--- src/hw/cmc_pkg.sv ---
package cmc_pkg;

  // Message centers 6 through 15 of the second CAN controller
  localparam int CMC_NUM_CENTERS = 10;

  // Special-function addresses
  localparam logic [7:0] CMC_ADDR_MC06 = 8'hf3;
  localparam logic [7:0] CMC_ADDR_MC07 = 8'hf4;
  localparam logic [7:0] CMC_ADDR_MC08 = 8'hf5;
  localparam logic [7:0] CMC_ADDR_MC09 = 8'hf6;
  localparam logic [7:0] CMC_ADDR_MC10 = 8'hf7;
  localparam logic [7:0] CMC_ADDR_EIP = 8'hf8;
  localparam logic [7:0] CMC_ADDR_MC11 = 8'hfb;
  localparam logic [7:0] CMC_ADDR_MC12 = 8'hfc;
  localparam logic [7:0] CMC_ADDR_MC13 = 8'hfd;
  localparam logic [7:0] CMC_ADDR_MC14 = 8'hfe;
  localparam logic [7:0] CMC_ADDR_MC15 = 8'hff;

  // Control register field positions
  localparam int CMC_BIT_MESSAGE_READY = 7;
  localparam int CMC_BIT_TRANSMIT_INT_ENABLE = 6;
  localparam int CMC_BIT_RECEIVE_INT_ENABLE = 5;
  localparam int CMC_BIT_INTERRUPT_REQUEST = 4;
  localparam int CMC_BIT_EXTERNAL_REQUEST = 3;
  localparam int CMC_BIT_TRANSMIT_REQUEST = 2;
  localparam int CMC_BIT_TRANSMIT_INHIBIT = 1;
  localparam int CMC_BIT_DATA_UPDATED = 0;

  // Extended interrupt priority field position
  localparam int CMC_BIT_CAN_ACTIVITY_PRIORITY = 7;

  // Reset values
  localparam logic [7:0] CMC_CTRL_RESET = 8'h00;
  localparam logic [7:0] CMC_EIP_RESET = 8'h00;
  localparam logic [7:0] CMC_READ_IDLE = 8'h00;

  // Index of a center that receives only
  localparam logic [3:0] CMC_RX_ONLY_INDEX = 4'h9;

  // Bit 1 is overwrite flag in receive direction, inhibit in transmit
  typedef struct packed {
    logic message_ready;
    logic transmit_int_enable;
    logic receive_int_enable;
    logic interrupt_request;
    logic external_request;
    logic transmit_request;
    logic transmit_inhibit;
    logic data_updated;
  } cmc_ctrl_type;

  // One-cycle pulses from the protocol engine, per center
  typedef struct packed {
    logic tx_done;
    logic rx_stored;
    logic remote_req;
  } cmc_event_type;

  typedef struct packed {
    logic [7:0] addr;
    logic wr;
    logic rd;
    logic [7:0] wdata;
  } cmc_sfr_req_type;

endpackage

--- src/hw/cmc_ctrl_cell.sv ---
`timescale 1ns/100ps
module cmc_ctrl_cell
  import cmc_pkg::*;
#(
  parameter bit RX_ONLY = 1'b0
) (
  input logic i_clk,
  input logic i_reset,
  input logic i_wr,
  input logic [7:0] i_wdata,
  input logic i_dir_tx,
  input cmc_event_type i_evt,
  output cmc_ctrl_type o_ctrl,
  output logic o_tx_enable
);

  cmc_ctrl_type ctrl_r;
  cmc_ctrl_type ctrl_nxt;
  cmc_ctrl_type wr_val;
  logic dir_tx;

  // A receive-only center never sees transmit mode, so its inhibit is ignored
  assign dir_tx = i_dir_tx & ~RX_ONLY;

  always_comb begin
    wr_val = cmc_ctrl_type'(i_wdata);
    ctrl_nxt = ctrl_r;
    if (i_wr) begin
      ctrl_nxt.message_ready = wr_val.message_ready;
      ctrl_nxt.transmit_int_enable = wr_val.transmit_int_enable;
      ctrl_nxt.receive_int_enable = wr_val.receive_int_enable;
      ctrl_nxt.interrupt_request = wr_val.interrupt_request;
      // Software can only clear this one
      ctrl_nxt.external_request = ctrl_r.external_request & wr_val.external_request;
      ctrl_nxt.transmit_request = wr_val.transmit_request;
      ctrl_nxt.data_updated = wr_val.data_updated;
      if (dir_tx) begin
        ctrl_nxt.transmit_inhibit = wr_val.transmit_inhibit;
      end else if (ctrl_r.data_updated && !wr_val.data_updated) begin
        ctrl_nxt.transmit_inhibit = 1'b0;
      end
    end
    // Engine events come last so a set beats a same-cycle software clear
    if (i_evt.rx_stored && !dir_tx) begin
      if (ctrl_r.data_updated) begin
        ctrl_nxt.transmit_inhibit = 1'b1;
      end
      ctrl_nxt.data_updated = 1'b1;
      if (ctrl_r.receive_int_enable) begin
        ctrl_nxt.interrupt_request = 1'b1;
      end
    end
    if (i_evt.tx_done) begin
      // Data-updated is left alone after a send
      ctrl_nxt.transmit_request = 1'b0;
      if (ctrl_r.transmit_int_enable && dir_tx) begin
        ctrl_nxt.interrupt_request = 1'b1;
      end
    end
    if (i_evt.remote_req) begin
      ctrl_nxt.external_request = 1'b1;
      if (dir_tx) begin
        ctrl_nxt.transmit_request = 1'b1;
      end
    end
  end

  always_ff @(posedge i_clk) begin
    if (i_reset) begin
      ctrl_r <= cmc_ctrl_type'(CMC_CTRL_RESET);
    end else begin
      ctrl_r <= ctrl_nxt;
    end
  end

  assign o_ctrl = ctrl_r;
  // Remote frames in receive mode are gated only by ready and request
  assign o_tx_enable = ctrl_r.message_ready & ctrl_r.transmit_request
                       & ~(dir_tx & ctrl_r.transmit_inhibit);

endmodule

--- src/hw/cmc_msg_ctrl_regs.sv ---
// Function
// - Control byte: ready, tx int en, rx int en, irq, ext req, tx req, inhibit, updated
// - Reset clears every bit of every control register, centers 6 to 15
// - Upper four bits read/write; external request clear only; low three special
// - Each center's register behaves like center one's, for its own center, except center 15, which receives only
// - Decode F3h-F7h, FBh-FEh and FFh for centers 6 to 15
// - Priority register bit 7 picks low or high CAN activity priority
// - Successful send clears transmit request and leaves data updated set
// - Stored received message sets data updated
// - Store while updated set flags overwrite; clearing updated clears it
// - Inhibit set in transmit direction blocks sending for that center
`timescale 1ns/100ps
module cmc_msg_ctrl_regs
  import cmc_pkg::*;
#(
  parameter int NUM_CENTERS = CMC_NUM_CENTERS
) (
  input logic i_clk,
  input logic i_reset,
  input cmc_sfr_req_type i_sfr,
  output logic [7:0] o_sfr_rdata,
  output logic o_sfr_rvalid,
  output logic o_sfr_hit,
  input logic [NUM_CENTERS-1:0] i_dir_tx,
  input cmc_event_type [NUM_CENTERS-1:0] i_evt,
  output cmc_ctrl_type [NUM_CENTERS-1:0] o_ctrl,
  output logic [NUM_CENTERS-1:0] o_tx_enable,
  output logic o_can_activity_priority
);

  // The address map is fixed, so no other count can be served
  if (NUM_CENTERS != CMC_NUM_CENTERS) begin : g_bad_count
    $error("NUM_CENTERS must match the fixed address map");
  end

  typedef struct packed {
    logic [7:0] extended_irq_priority;
    logic [7:0] rdata;
    logic rvalid;
  } cmc_top_state_type;

  cmc_top_state_type st_r;
  cmc_top_state_type st_nxt;
  logic [4:0] dec;
  logic ctr_hit;
  logic [3:0] ctr_idx;
  logic eip_hit;
  logic [NUM_CENTERS-1:0] wr_sel;

  // Returns {hit, index} for a control register address
  function automatic logic [4:0] center_of(input logic [7:0] addr);
    logic [4:0] res;
    res = 5'h00;
    unique case (addr)
      CMC_ADDR_MC06: res = {1'b1, 4'h0};
      CMC_ADDR_MC07: res = {1'b1, 4'h1};
      CMC_ADDR_MC08: res = {1'b1, 4'h2};
      CMC_ADDR_MC09: res = {1'b1, 4'h3};
      CMC_ADDR_MC10: res = {1'b1, 4'h4};
      CMC_ADDR_MC11: res = {1'b1, 4'h5};
      CMC_ADDR_MC12: res = {1'b1, 4'h6};
      CMC_ADDR_MC13: res = {1'b1, 4'h7};
      CMC_ADDR_MC14: res = {1'b1, 4'h8};
      CMC_ADDR_MC15: res = {1'b1, 4'h9};
      default: res = 5'h00;
    endcase
    return res;
  endfunction

  assign dec = center_of(i_sfr.addr);
  assign ctr_hit = dec[4];
  assign ctr_idx = dec[3:0];
  assign eip_hit = (i_sfr.addr == CMC_ADDR_EIP);
  assign o_sfr_hit = ctr_hit | eip_hit;

  for (genvar g = 0; g < NUM_CENTERS; g++) begin : g_center
    assign wr_sel[g] = i_sfr.wr & ctr_hit & (ctr_idx == 4'(g));

    // Same cell for every center; only center 15 gets the receive-only setting
    cmc_ctrl_cell #(
      .RX_ONLY(4'(g) == CMC_RX_ONLY_INDEX)
    ) u_cell (
      .i_clk(i_clk),
      .i_reset(i_reset),
      .i_wr(wr_sel[g]),
      .i_wdata(i_sfr.wdata),
      .i_dir_tx(i_dir_tx[g]),
      .i_evt(i_evt[g]),
      .o_ctrl(o_ctrl[g]),
      .o_tx_enable(o_tx_enable[g])
    );

    AST_RESET_CLEARS: assert property (
      @(posedge i_clk) i_reset |=> (o_ctrl[g] == cmc_ctrl_type'(CMC_CTRL_RESET))
    ) else $error("control register not zero after reset");

    AST_UPPER_RW: assert property (
      @(posedge i_clk) disable iff (i_reset)
      wr_sel[g] |=> (o_ctrl[g][7:5] == $past(i_sfr.wdata[7:5]))
    ) else $error("upper control bits did not take written value");

    AST_EXT_CLEAR_ONLY: assert property (
      @(posedge i_clk) disable iff (i_reset)
      (wr_sel[g] && !o_ctrl[g].external_request && !i_evt[g].remote_req)
      |=> !o_ctrl[g].external_request
    ) else $error("software managed to set external request");

    AST_TX_DONE: assert property (
      @(posedge i_clk) disable iff (i_reset)
      (i_evt[g].tx_done && !i_evt[g].remote_req && o_ctrl[g].data_updated && !wr_sel[g])
      |=> (!o_ctrl[g].transmit_request && o_ctrl[g].data_updated)
    ) else $error("send completion handled wrongly");

    AST_RX_UPDATED: assert property (
      @(posedge i_clk) disable iff (i_reset)
      (i_evt[g].rx_stored && !i_dir_tx[g]) |=> o_ctrl[g].data_updated
    ) else $error("received message did not set data updated");

    AST_OVERWRITE_SET: assert property (
      @(posedge i_clk) disable iff (i_reset)
      (i_evt[g].rx_stored && !i_dir_tx[g] && o_ctrl[g].data_updated)
      |=> o_ctrl[g].transmit_inhibit
    ) else $error("overwrite not flagged");

    AST_OVERWRITE_CLR: assert property (
      @(posedge i_clk) disable iff (i_reset)
      (wr_sel[g] && !i_dir_tx[g] && o_ctrl[g].data_updated && !i_sfr.wdata[0]
       && !i_evt[g].rx_stored)
      |=> (!o_ctrl[g].transmit_inhibit && !o_ctrl[g].data_updated)
    ) else $error("overwrite not cleared with data updated");

    AST_INHIBIT_BLOCKS: assert property (
      @(posedge i_clk) disable iff (i_reset)
      (i_dir_tx[g] && o_ctrl[g].transmit_inhibit && (4'(g) != CMC_RX_ONLY_INDEX))
      |-> !o_tx_enable[g]
    ) else $error("inhibited center enabled to send");

    AST_SET_BEATS_CLEAR: assert property (
      @(posedge i_clk) disable iff (i_reset)
      (wr_sel[g] && !i_sfr.wdata[3] && i_evt[g].remote_req) |=> o_ctrl[g].external_request
    ) else $error("engine set lost to software clear");

    AST_TX_EN_NEEDS_REQ: assert property (
      @(posedge i_clk) disable iff (i_reset)
      o_tx_enable[g] |-> (o_ctrl[g].message_ready && o_ctrl[g].transmit_request)
    ) else $error("center enabled to send without ready and request");

    AST_TX_EN_UNBLOCKED: assert property (
      @(posedge i_clk) disable iff (i_reset)
      (o_ctrl[g].message_ready && o_ctrl[g].transmit_request
       && !(i_dir_tx[g] && o_ctrl[g].transmit_inhibit))
      |-> o_tx_enable[g]
    ) else $error("ready center not enabled to send");

    AST_INHIBIT_RW: assert property (
      @(posedge i_clk) disable iff (i_reset)
      (wr_sel[g] && i_dir_tx[g] && (4'(g) != CMC_RX_ONLY_INDEX))
      |=> (o_ctrl[g].transmit_inhibit == $past(i_sfr.wdata[CMC_BIT_TRANSMIT_INHIBIT]))
    ) else $error("inhibit did not take written value");

    AST_OVERWRITE_RO: assert property (
      @(posedge i_clk) disable iff (i_reset)
      (wr_sel[g] && !i_dir_tx[g] && i_sfr.wdata[0] && !i_evt[g].rx_stored)
      |=> (o_ctrl[g].transmit_inhibit == $past(o_ctrl[g].transmit_inhibit))
    ) else $error("software changed the overwrite flag");

    AST_NO_OVERWRITE_WHEN_READ: assert property (
      @(posedge i_clk) disable iff (i_reset)
      (i_evt[g].rx_stored && !i_dir_tx[g] && !o_ctrl[g].data_updated)
      |=> (o_ctrl[g].transmit_inhibit == $past(o_ctrl[g].transmit_inhibit))
    ) else $error("overwrite flagged although data was read");

    AST_LOW_BITS_RW: assert property (
      @(posedge i_clk) disable iff (i_reset)
      (wr_sel[g] && i_evt[g] == '0)
      |=> (o_ctrl[g].transmit_request == $past(i_sfr.wdata[2])
           && o_ctrl[g].data_updated == $past(i_sfr.wdata[0]))
    ) else $error("request or updated bit did not take written value");

    AST_IRQ_RW: assert property (
      @(posedge i_clk) disable iff (i_reset)
      (wr_sel[g] && i_evt[g] == '0)
      |=> (o_ctrl[g].interrupt_request == $past(i_sfr.wdata[4]))
    ) else $error("interrupt request did not take written value");

    AST_EXT_CLEARED: assert property (
      @(posedge i_clk) disable iff (i_reset)
      (wr_sel[g] && !i_sfr.wdata[3] && !i_evt[g].remote_req) |=> !o_ctrl[g].external_request
    ) else $error("software clear of external request lost");

    AST_EXT_KEPT: assert property (
      @(posedge i_clk) disable iff (i_reset)
      (wr_sel[g] && i_sfr.wdata[3] && o_ctrl[g].external_request)
      |=> o_ctrl[g].external_request
    ) else $error("external request lost on write of one");

    AST_RX_IRQ: assert property (
      @(posedge i_clk) disable iff (i_reset)
      (i_evt[g].rx_stored && !i_dir_tx[g] && o_ctrl[g].receive_int_enable)
      |=> o_ctrl[g].interrupt_request
    ) else $error("receive did not raise interrupt request");

    AST_TX_IRQ: assert property (
      @(posedge i_clk) disable iff (i_reset)
      (i_evt[g].tx_done && i_dir_tx[g] && (4'(g) != CMC_RX_ONLY_INDEX)
       && o_ctrl[g].transmit_int_enable)
      |=> o_ctrl[g].interrupt_request
    ) else $error("send did not raise interrupt request");

    AST_REMOTE_EXT: assert property (
      @(posedge i_clk) disable iff (i_reset)
      i_evt[g].remote_req |=> o_ctrl[g].external_request
    ) else $error("remote request not flagged");

    AST_REMOTE_TX: assert property (
      @(posedge i_clk) disable iff (i_reset)
      (i_evt[g].remote_req && i_dir_tx[g] && (4'(g) != CMC_RX_ONLY_INDEX))
      |=> o_ctrl[g].transmit_request
    ) else $error("remote request did not queue a send");

    AST_RX_ONLY_STORES: assert property (
      @(posedge i_clk) disable iff (i_reset)
      (i_evt[g].rx_stored && (4'(g) == CMC_RX_ONLY_INDEX)) |=> o_ctrl[g].data_updated
    ) else $error("receive-only center ignored a stored message");

    AST_UPDATED_STICKY: assert property (
      @(posedge i_clk) disable iff (i_reset)
      (o_ctrl[g].data_updated && !wr_sel[g]) |=> o_ctrl[g].data_updated
    ) else $error("data updated cleared without software");

    AST_HOLD_IDLE: assert property (
      @(posedge i_clk) disable iff (i_reset)
      (!wr_sel[g] && i_evt[g] == '0) |=> (o_ctrl[g] == $past(o_ctrl[g]))
    ) else $error("control register changed with no write or event");
  end

  always_comb begin
    st_nxt = st_r;
    st_nxt.rvalid = i_sfr.rd;
    if (i_sfr.wr && eip_hit) begin
      st_nxt.extended_irq_priority = i_sfr.wdata;
    end
    if (i_sfr.rd) begin
      if (ctr_hit) begin
        st_nxt.rdata = o_ctrl[ctr_idx];
      end else if (eip_hit) begin
        st_nxt.rdata = st_r.extended_irq_priority;
      end else begin
        // Unmapped addresses read as zero
        st_nxt.rdata = CMC_READ_IDLE;
      end
    end
  end

  always_ff @(posedge i_clk) begin
    if (i_reset) begin
      st_r.extended_irq_priority <= CMC_EIP_RESET;
      st_r.rdata <= CMC_READ_IDLE;
      st_r.rvalid <= 1'b0;
    end else begin
      st_r <= st_nxt;
    end
  end

  assign o_sfr_rdata = st_r.rdata;
  assign o_sfr_rvalid = st_r.rvalid;
  assign o_can_activity_priority = st_r.extended_irq_priority[CMC_BIT_CAN_ACTIVITY_PRIORITY];

  AST_PRIORITY: assert property (
    @(posedge i_clk) disable iff (i_reset)
    (i_sfr.wr && i_sfr.addr == CMC_ADDR_EIP) |=> (o_can_activity_priority == $past(i_sfr.wdata[7]))
  ) else $error("activity priority not written");

  AST_READ_MC15: assert property (
    @(posedge i_clk) disable iff (i_reset)
    (i_sfr.rd && i_sfr.addr == CMC_ADDR_MC15)
    |=> (o_sfr_rvalid && o_sfr_rdata == $past(o_ctrl[NUM_CENTERS-1]))
  ) else $error("center 15 read returned wrong byte");

  AST_HIT_DECODE: assert property (
    @(posedge i_clk) disable iff (i_reset)
    o_sfr_hit == ((i_sfr.addr >= CMC_ADDR_MC06 && i_sfr.addr <= CMC_ADDR_EIP)
                  || i_sfr.addr >= CMC_ADDR_MC11)
  ) else $error("address decode hit wrong");

  AST_RVALID_ON_READ: assert property (
    @(posedge i_clk) disable iff (i_reset)
    i_sfr.rd |=> o_sfr_rvalid
  ) else $error("read not answered");

  AST_RVALID_ONE_CYCLE: assert property (
    @(posedge i_clk) disable iff (i_reset)
    !i_sfr.rd |=> !o_sfr_rvalid
  ) else $error("read valid without a read");

  AST_READ_UNMAPPED: assert property (
    @(posedge i_clk) disable iff (i_reset)
    (i_sfr.rd && !o_sfr_hit) |=> (o_sfr_rdata == CMC_READ_IDLE)
  ) else $error("unmapped read returned nonzero");

  AST_RDATA_HOLD: assert property (
    @(posedge i_clk) disable iff (i_reset)
    !i_sfr.rd |=> (o_sfr_rdata == $past(o_sfr_rdata))
  ) else $error("read data changed without a read");

  AST_READ_EIP: assert property (
    @(posedge i_clk) disable iff (i_reset)
    (i_sfr.rd && i_sfr.addr == CMC_ADDR_EIP)
    |=> (o_sfr_rdata[CMC_BIT_CAN_ACTIVITY_PRIORITY] == $past(o_can_activity_priority))
  ) else $error("priority register read back wrong");

  AST_PRIORITY_HOLD: assert property (
    @(posedge i_clk) disable iff (i_reset)
    !(i_sfr.wr && i_sfr.addr == CMC_ADDR_EIP)
    |=> (o_can_activity_priority == $past(o_can_activity_priority))
  ) else $error("activity priority changed without a write");

endmodule

--- config.mk ---
export PLATFORM = sky130hd
export DESIGN_NAME = cmc_msg_ctrl_regs
export DESIGN_NICKNAME = d
export VERILOG_FILES = /design/src/hw/cmc_pkg.sv /design/src/hw/cmc_ctrl_cell.sv /design/src/hw/cmc_msg_ctrl_regs.sv
export SDC_FILE = /design/constraint.sdc
export NUM_CORES = 1
export LEC_CHECK = 0
export ABC_CLOCK_PERIOD_IN_PS = 1850
export BUFFER_PORTS_ARGS = -buffer_cell sky130_fd_sc_hd__buf_2
export CAP_MARGIN = 10
export CELL_PAD_IN_SITES_DETAIL_PLACEMENT = 1
export CELL_PAD_IN_SITES_GLOBAL_PLACEMENT = 2
export CORE_ASPECT_RATIO = 0.5
export CORE_MARGIN = 2
export CORE_UTILIZATION = 26
export CTS_CLUSTER_SIZE = 12
export DETAILED_ROUTE_END_ITERATION = 10
export GPL_ROUTABILITY_DRIVEN = 0
export GPL_TIMING_DRIVEN = 1
export MAX_ROUTING_LAYER = met4
export PLACE_DENSITY = 0.8
export SLEW_MARGIN = 40
export SYNTH_ARGS = -nofsm -noshare
export SYNTH_HDL_FRONTEND = slang
export SYNTH_SLANG_ARGS = --single-unit
--- constraint.sdc ---
create_clock -name i_clk -period 1.85 [get_ports i_clk]
set_input_delay 0.555 -clock i_clk [delete_from_list [all_inputs] [get_ports i_clk]]
set_output_delay 0.555 -clock i_clk [all_outputs]
set_load 0.03 [all_outputs]
==> results of run 1 <==
## per-layer routing
| layer | up-vias | wire length (µm) | track usage [%] |
|---|---|---|---|
| met5 | - | 0 | - |
| met4 | 0 | 263 | 3.95 |
| met3 | 18 | 1320 | 3.49 |
| met2 | 175 | 11300 | 35.5 |
| met1 | 3106 | 12100 | 31.5 |
| li1 | 2941 | - | - |
## kinds of logic after synthesis
kind of cell	after synthesis	synth area share, %
xor gates and xnor gates	2	0.454
AOI/OAI and AO/OA	233	26.0
DFF	97	35.2
adders and majority gates	1	0.204
and+or+nand+nor	247	21.5
muxes	48	8.76
buffers and inverters	85	7.83
## power breakdown
part | leakage, nW | internal [W] | switching (W)
sequential | 0.791 | 0.00214 | 0.0000829
combinational | 2.36 | 0.000325 | 0.000540
clock | 0.164 | 0.00122 | 0.000938
total | 3.32 | 0.00369 | 0.00156
## per-stage QoR
step / setup TNS (ns) / setup WS, ns
6_report: -0.0539 / -0.0539
3_3_place_gp: -12.38 / -0.401
4_1_cts: -0.0534 / -0.0534
2_1_floorplan: -0.221 / -0.0859
3_5_place_dp: -16.95 / -0.461
5_1_grt: -0.107 / -0.102
## worst register-to-register path, stage by stage, from the launching register on
cell	delay, ns
dfxtp_1	0.35
or4bb_1	0.40
a21boi_0	0.17
o21ai_0	0.21
a31o_2	0.28
a31oi_1	0.12
## path summary, 6_finish.rpt
kind              slack, ns                                         to                                    start
setup / recovery      -0.05                                  o_sfr_hit                                i_sfr[11]
hold reg to reg        0.46                       st_r[9]$_SDFFE_PP0P_                     st_r[9]$_SDFFE_PP0P_
setup reg to reg       0.26                o_sfr_rdata[1]$_SDFFE_PP0P_  g_center[2].u_cell.o_ctrl[1]$_SDFF_PP0_
hold / removal         0.34  g_center[9].u_cell.o_ctrl[2]$_SDFFE_PP0P_                                i_evt[29]
## registers in the layout, summed over array words and instances (netlist names)
register	flops
g_center.u_cell.o_ctrl	80
o_can_activity_priority	1
o_sfr_rdata	8
o_sfr_rvalid	1
st_r	7
## Yosys cell counts, types with 3 or more instances
cell,count,area [µm²]
o21ai_0,47,235
buf_6,3,33.8
a22oi_1,10,75.1
nand2b_1,14,87.6
a21oi_1,88,440
a31oi_1,27,169
and3_1,4,25.0
a21boi_0,3,22.5
a31o_2,5,43.8
mux2i_1,46,460
nand4_1,3,18.8
o2bb2ai_1,4,35.0
nand3_1,15,75.1
nor2b_1,5,31.3
nor2_1,57,214
a2bb2oi_1,8,70.1
clkbuf_1,23,86.3
and2_1,4,25.0
dfxtp_1,97,1940
nand2_1,119,447
a221oi_1,11,96.3
o211ai_1,3,22.5
a21o_1,9,67.6
buf_4,19,143
nand4_2,3,37.5
inv_1,21,78.8
nor3_1,5,25.0
buf_2,15,75.1
a22o_1,3,26.3
a41oi_1,3,26.3
## layout make-up
type	count	area share [%]
timing repair buffer	256	21.8
inverter	23	1.14
clock buffer	9	2.98
sequential	97	25.7
tap	273	4.52
clock inverter	7	1.44
multi-input combinational	531	42.4
## timing repair
action | in CTS | in global routing
resized for setup | 16 | 8
gates cloned | 0 | 0
pin swaps | 3 | 2
setup buffers | 5 | 1
setup endpoints to repair | 5 | 13
==> summary.txt, run 1 <==
Status: finished, violations left
Failing checks: setup timing
CP max-delay cell: nor3_4
R2R depth: 5
Fin util: 36.6%
CP endpoint kind: primary output
Pin count of the biggest net entering global routing: 89
Die Y: 107 µm
Yosys cell types: 61
Root Driver: clkbuf_16
Number of buffers added on ports: 159
Synth warnings: 0
Core Area: 20600 µm²
PnR worst setup slack: -0.0539 ns
Clk buf depth: 2
Max cap viols: 0
Largest stage delay on the critical path: 0.20 ns
DR WL/cell: 20.9 µm
Die area: 22400 µm²
Synth Register Bits: 97
Initial antenna violation count: 0
Critical Path RT: 1.29 ns
Ys flop type: dfxtp_1
Cell Rows: 37
FFs w/ async S/R, synth: 0%
Min-Delay Path Depth: 2
Hold_buf cts: 0
Delay-heaviest family, CP: buffers and inverters
Worst-Skew Late Latency: 0.36 ns
Area Growth Syn to Fin: 37.1%
DRC Markers: 0
Commonest non-fill, non-tap cells in the layout: buf_2 (155), nand2_1 (118), dfxtp_1 (94)
Placed Instances: 1174
Multi-input gate area: 3200 µm²
Pins over their slew limit: 0
Power Total: 0.00525 W
Syn_nets: 773
Layout cells sized above 1: 33.2%
Die Wd: 210 µm
Final instance area: 7560 µm²
Initial Util: 26.7%
First-pass GRT wire length: 37300 µm
GRT overflow: 0
Synth Instances: 713
H-tree level count: 3
Tmin final: 1.90 ns
Worst path bufs/invs: 3
DR pass1 iterations: 4
Total Wirelength: 25000 µm
Placed Area: 7100 µm²
Hold Path Class: in -> reg
Final #Nets: 978
IO Count: 161
Measured slew at the worst slew-check pin: 0.453 ns
Antenna-violating nets left: 0
Mapped cell area: 5510 µm²
Most common cell on crit path: buf_6
Leak: 3.32 nW
Min Hold Slack: 0.344 ns
Pwr/cell area: 695 nW/µm²
Vias in the first global route: 6098
N_diodes: 0
Cts bufs inserted: 9
Critical path depth in cells: 6
Post-synth EDFFs: 0
Final worst-path cycle share: 103%
CP cell instances: buf_12 -> buf_6 -> nor3_4 -> nand2_2 -> a21oi_4 -> buf_6
Rel. slew slack: 69.8%
CTS tree: built
Leading cell type in the layout, fill and taps excluded: buf_2
Fill cells: 2537
RSZ-0062 raised after global routing: yes
Critical Path AT: 1.35 ns
CP Max Fanout: 6
# setup viols final: 1
Initial DRC count: 367
Vias per cell: 5.22
Clock Pin Slew Worst Setup and Hold Paths: 0.08 ns
Critical Path Start Type: primary input
Highest clock rate: 0.525 GHz
Avg Synthesized Cell Area: 7.73 µm²
Total area of sequential cells: 1950 µm²
Detailed placement HPWL: 19100 µm
Seq/Total Area, Yosys: 35.2%
GRT Overall Usage: 22.7%
Kind of critical path: in -> out
Final hold violation count: 0
Clk_skew: 0.0111 ns
CTS Sinks: 97
Vias post-DR: 6240
Peak supply drop: 0.312 mV
Layout Cells excl Fill: 1196
Note: power is estimated with default switching activity, not from simulation.
==> run 2: changes to the inputs <==
- ABC_CLOCK_PERIOD_IN_PS: 1850 -> 1700
- clock period: 1.85 -> 1.7 ns (I/O delays scaled with it)
==> summary.txt, run 2 (synthesis results as in run 1) <==
Pin count of the biggest net entering global routing: 89 (unchanged)
Flip-flop count of the largest register after layout: 80 (unchanged)
Failing checks: setup timing (unchanged)
Leading cell type in the layout, fill and taps excluded: buf_2 (unchanged)
Highest Signal Layer: met4 (unchanged)
IO Count: 161 (unchanged)
R2R depth: 5 (unchanged)
Pwr/cell area: 711 nW/µm² (was 695 nW/µm²)
Hold_buf cts: 0 (unchanged)
Area Growth Syn to Fin: 42.8% (was 37.1%)
Cts bufs inserted: 9 (unchanged)
Fill cells: 2535 (was 2537)
Die Wd: 210 µm (unchanged)
Initial DRC count: 438 (was 367)
Status: finished, violations left (unchanged)
Metal3 WL: 1360 µm (was 1320 µm)
Clock Pin Slew Worst Setup and Hold Paths: 0.07 ns (was 0.08 ns)
Power Total: 0.00560 W (was 0.00525 W)
DR pass1 iterations: 5 (was 4)
Initial Util: 26.7% (unchanged)
CTS Sinks: 97 (unchanged)
Worst-Skew Late Latency: 0.37 ns (was 0.36 ns)
Pins over their slew limit: 0 (unchanged)
Tmin final: 1.82 ns
Highest clock rate: 0.551 GHz
Final hold violation count: 0 (unchanged)
# setup viols final: 8 (was 1)
Fin util: 38.1% (was 36.6%)
Min-Delay Path Depth: 2 (unchanged)
Die area: 22400 µm² (unchanged)
CP cell instances: buf_8 -> buf_8 -> nor3_4 -> nand2_2 -> a21oi_4 -> buf_6 (was buf_12 -> buf_6 -> nor3_4 -> nand2_2 -> a21oi_4 -> buf_6)
Worst path bufs/invs: 3 (unchanged)
Kind of critical path: in -> out (unchanged)
Largest stage delay on the critical path: 0.21 ns (was 0.20 ns)
Commonest non-fill, non-tap cells in the layout: buf_2 (147), nand2_1 (115), buf_4 (100) (was buf_2 (155), nand2_1 (118), dfxtp_1 (94))
Measured slew at the worst slew-check pin: 0.477 ns (was 0.453 ns)
CP endpoint kind: primary output (unchanged)
Vias per cell: 5.18 (was 5.22)
Antenna-violating nets left: 0 (unchanged)
Critical Path Start Type: primary input (unchanged)
First-pass GRT wire length: 38800 µm (was 37300 µm)
Critical path depth in cells: 6 (unchanged)
Layout cells sized above 1: 37.2% (was 33.2%)
Final #Nets: 992 (was 978)
GRT overflow: 0 (unchanged)
Min Hold Slack: 0.307 ns (was 0.344 ns)
Placed Instances: 1184 (was 1174)
CTS tree: built (unchanged)
Clk_skew: 0.00957 ns (was 0.0111 ns)
Core Area: 20600 µm² (unchanged)
Peak supply drop: 0.334 mV (was 0.312 mV)
Number of buffers added on ports: 159 (unchanged)
Vias post-DR: 6275 (was 6240)
Met2 Routed Length: 11600 µm (was 11300 µm)
Critical Path RT: 1.19 ns (was 1.29 ns)
Cell Rows: 37 (unchanged)
H-tree level count: 3 (unchanged)
Rel. slew slack: 68.2% (was 69.8%)
Met1 Wirelength: 12400 µm (was 12100 µm)
GRT Overall Usage: 23.6% (was 22.7%)
CP max-delay cell: nor3_4 (unchanged)
Most common cell on crit path: buf_8 (was buf_6)
Root Driver: clkbuf_16 (unchanged)
PnR worst setup slack: -0.116 ns (was -0.0539 ns)
Detailed placement HPWL: 19600 µm (was 19100 µm)
Delay-heaviest family, CP: buffers and inverters (unchanged)
Die Y: 107 µm (unchanged)
DR WL/cell: 21.4 µm (was 20.9 µm)
Hold Path Class: in -> reg (unchanged)
DRC Markers: 0 (unchanged)
Initial antenna violation count: 1 (was 0)
Critical Path AT: 1.31 ns (was 1.35 ns)
Leak: 3.43 nW (was 3.32 nW)
Clk buf depth: 2 (unchanged)
Total Wirelength: 25900 µm (was 25000 µm)
Final worst-path cycle share: 107%
RSZ-0062 raised after global routing: yes (unchanged)
Max cap viols: 0 (unchanged)
Vias in the first global route: 6422 (was 6098)
CP Max Fanout: 4 (was 6)
Layout Cells excl Fill: 1211 (was 1196)
==> run 2: worst paths after layout <==
kind	start	to	slack, ns
max	i_sfr[11]	o_sfr_hit	-0.12
min	i_evt[29]	g_center[9].u_cell.o_ctrl[2]$_SDFFE_PP0P_	0.31
max reg2reg	g_center[3].u_cell.o_ctrl[2]$_SDFF_PP0_	o_sfr_rdata[2]$_SDFFE_PP0P_	0.20
min reg2reg	st_r[9]$_SDFFE_PP0P_	st_r[9]$_SDFFE_PP0P_	0.47
==> run 2: layout make-up <==
type	count	area, µm²	area share [%]
Inverter	23	86.3	1.10
Antenna cell	1	2.50	0.0318
Clock inverter	6	65.1	0.827
Multi-Input combinational cell	532	3310	42.0
Clock buffer	10	239	3.04
Tap cell	273	342	4.34
Sequential cell	97	1980	25.2
Timing Repair Buffer	269	1840	23.4
==> run 2: layer usage <==
| metal | global-route usage, % | up-vias |
|---|---|---|
| met5 | - | - |
| met4 | 6.59 | 0 |
| met3 | 4.25 | 39 |
| met2 | 36.6 | 147 |
| met1 | 31.7 | 3115 |
| li1 | - | 2974 |
==> run 2: where the power goes <==
| part | switching, W | internal (W) |
|---|---|---|
| registers | 0.0000903 | 0.00233 |
| logic | 0.000614 | 0.000394 |
| clock network | 0.000983 | 0.00119 |
==> run 2: repair_timing <==
| item | in CTS | in global routing |
|---|---|---|
| endpoints found under the setup margin | 16 | 42 |
| gates cloned | 1 | 1 |
| endpoints found under the hold margin | 0 | 0 |
| setup buffers | 6 | 2 |
| gates resized for setup | 37 | 38 |
| pin swaps | 3 | 5 |
==> run 2: stage by stage <==
stage               area, µm²  setup TNS, ns  setup WS, ns
floorplan                5650          -1.05        -0.161
global placement         7270         -21.95        -0.428
detailed placement       7270         -25.00        -0.452
CTS                      7730         -0.121        -0.110
global route             7870         -0.906        -0.163
finish                   7870         -0.243        -0.116
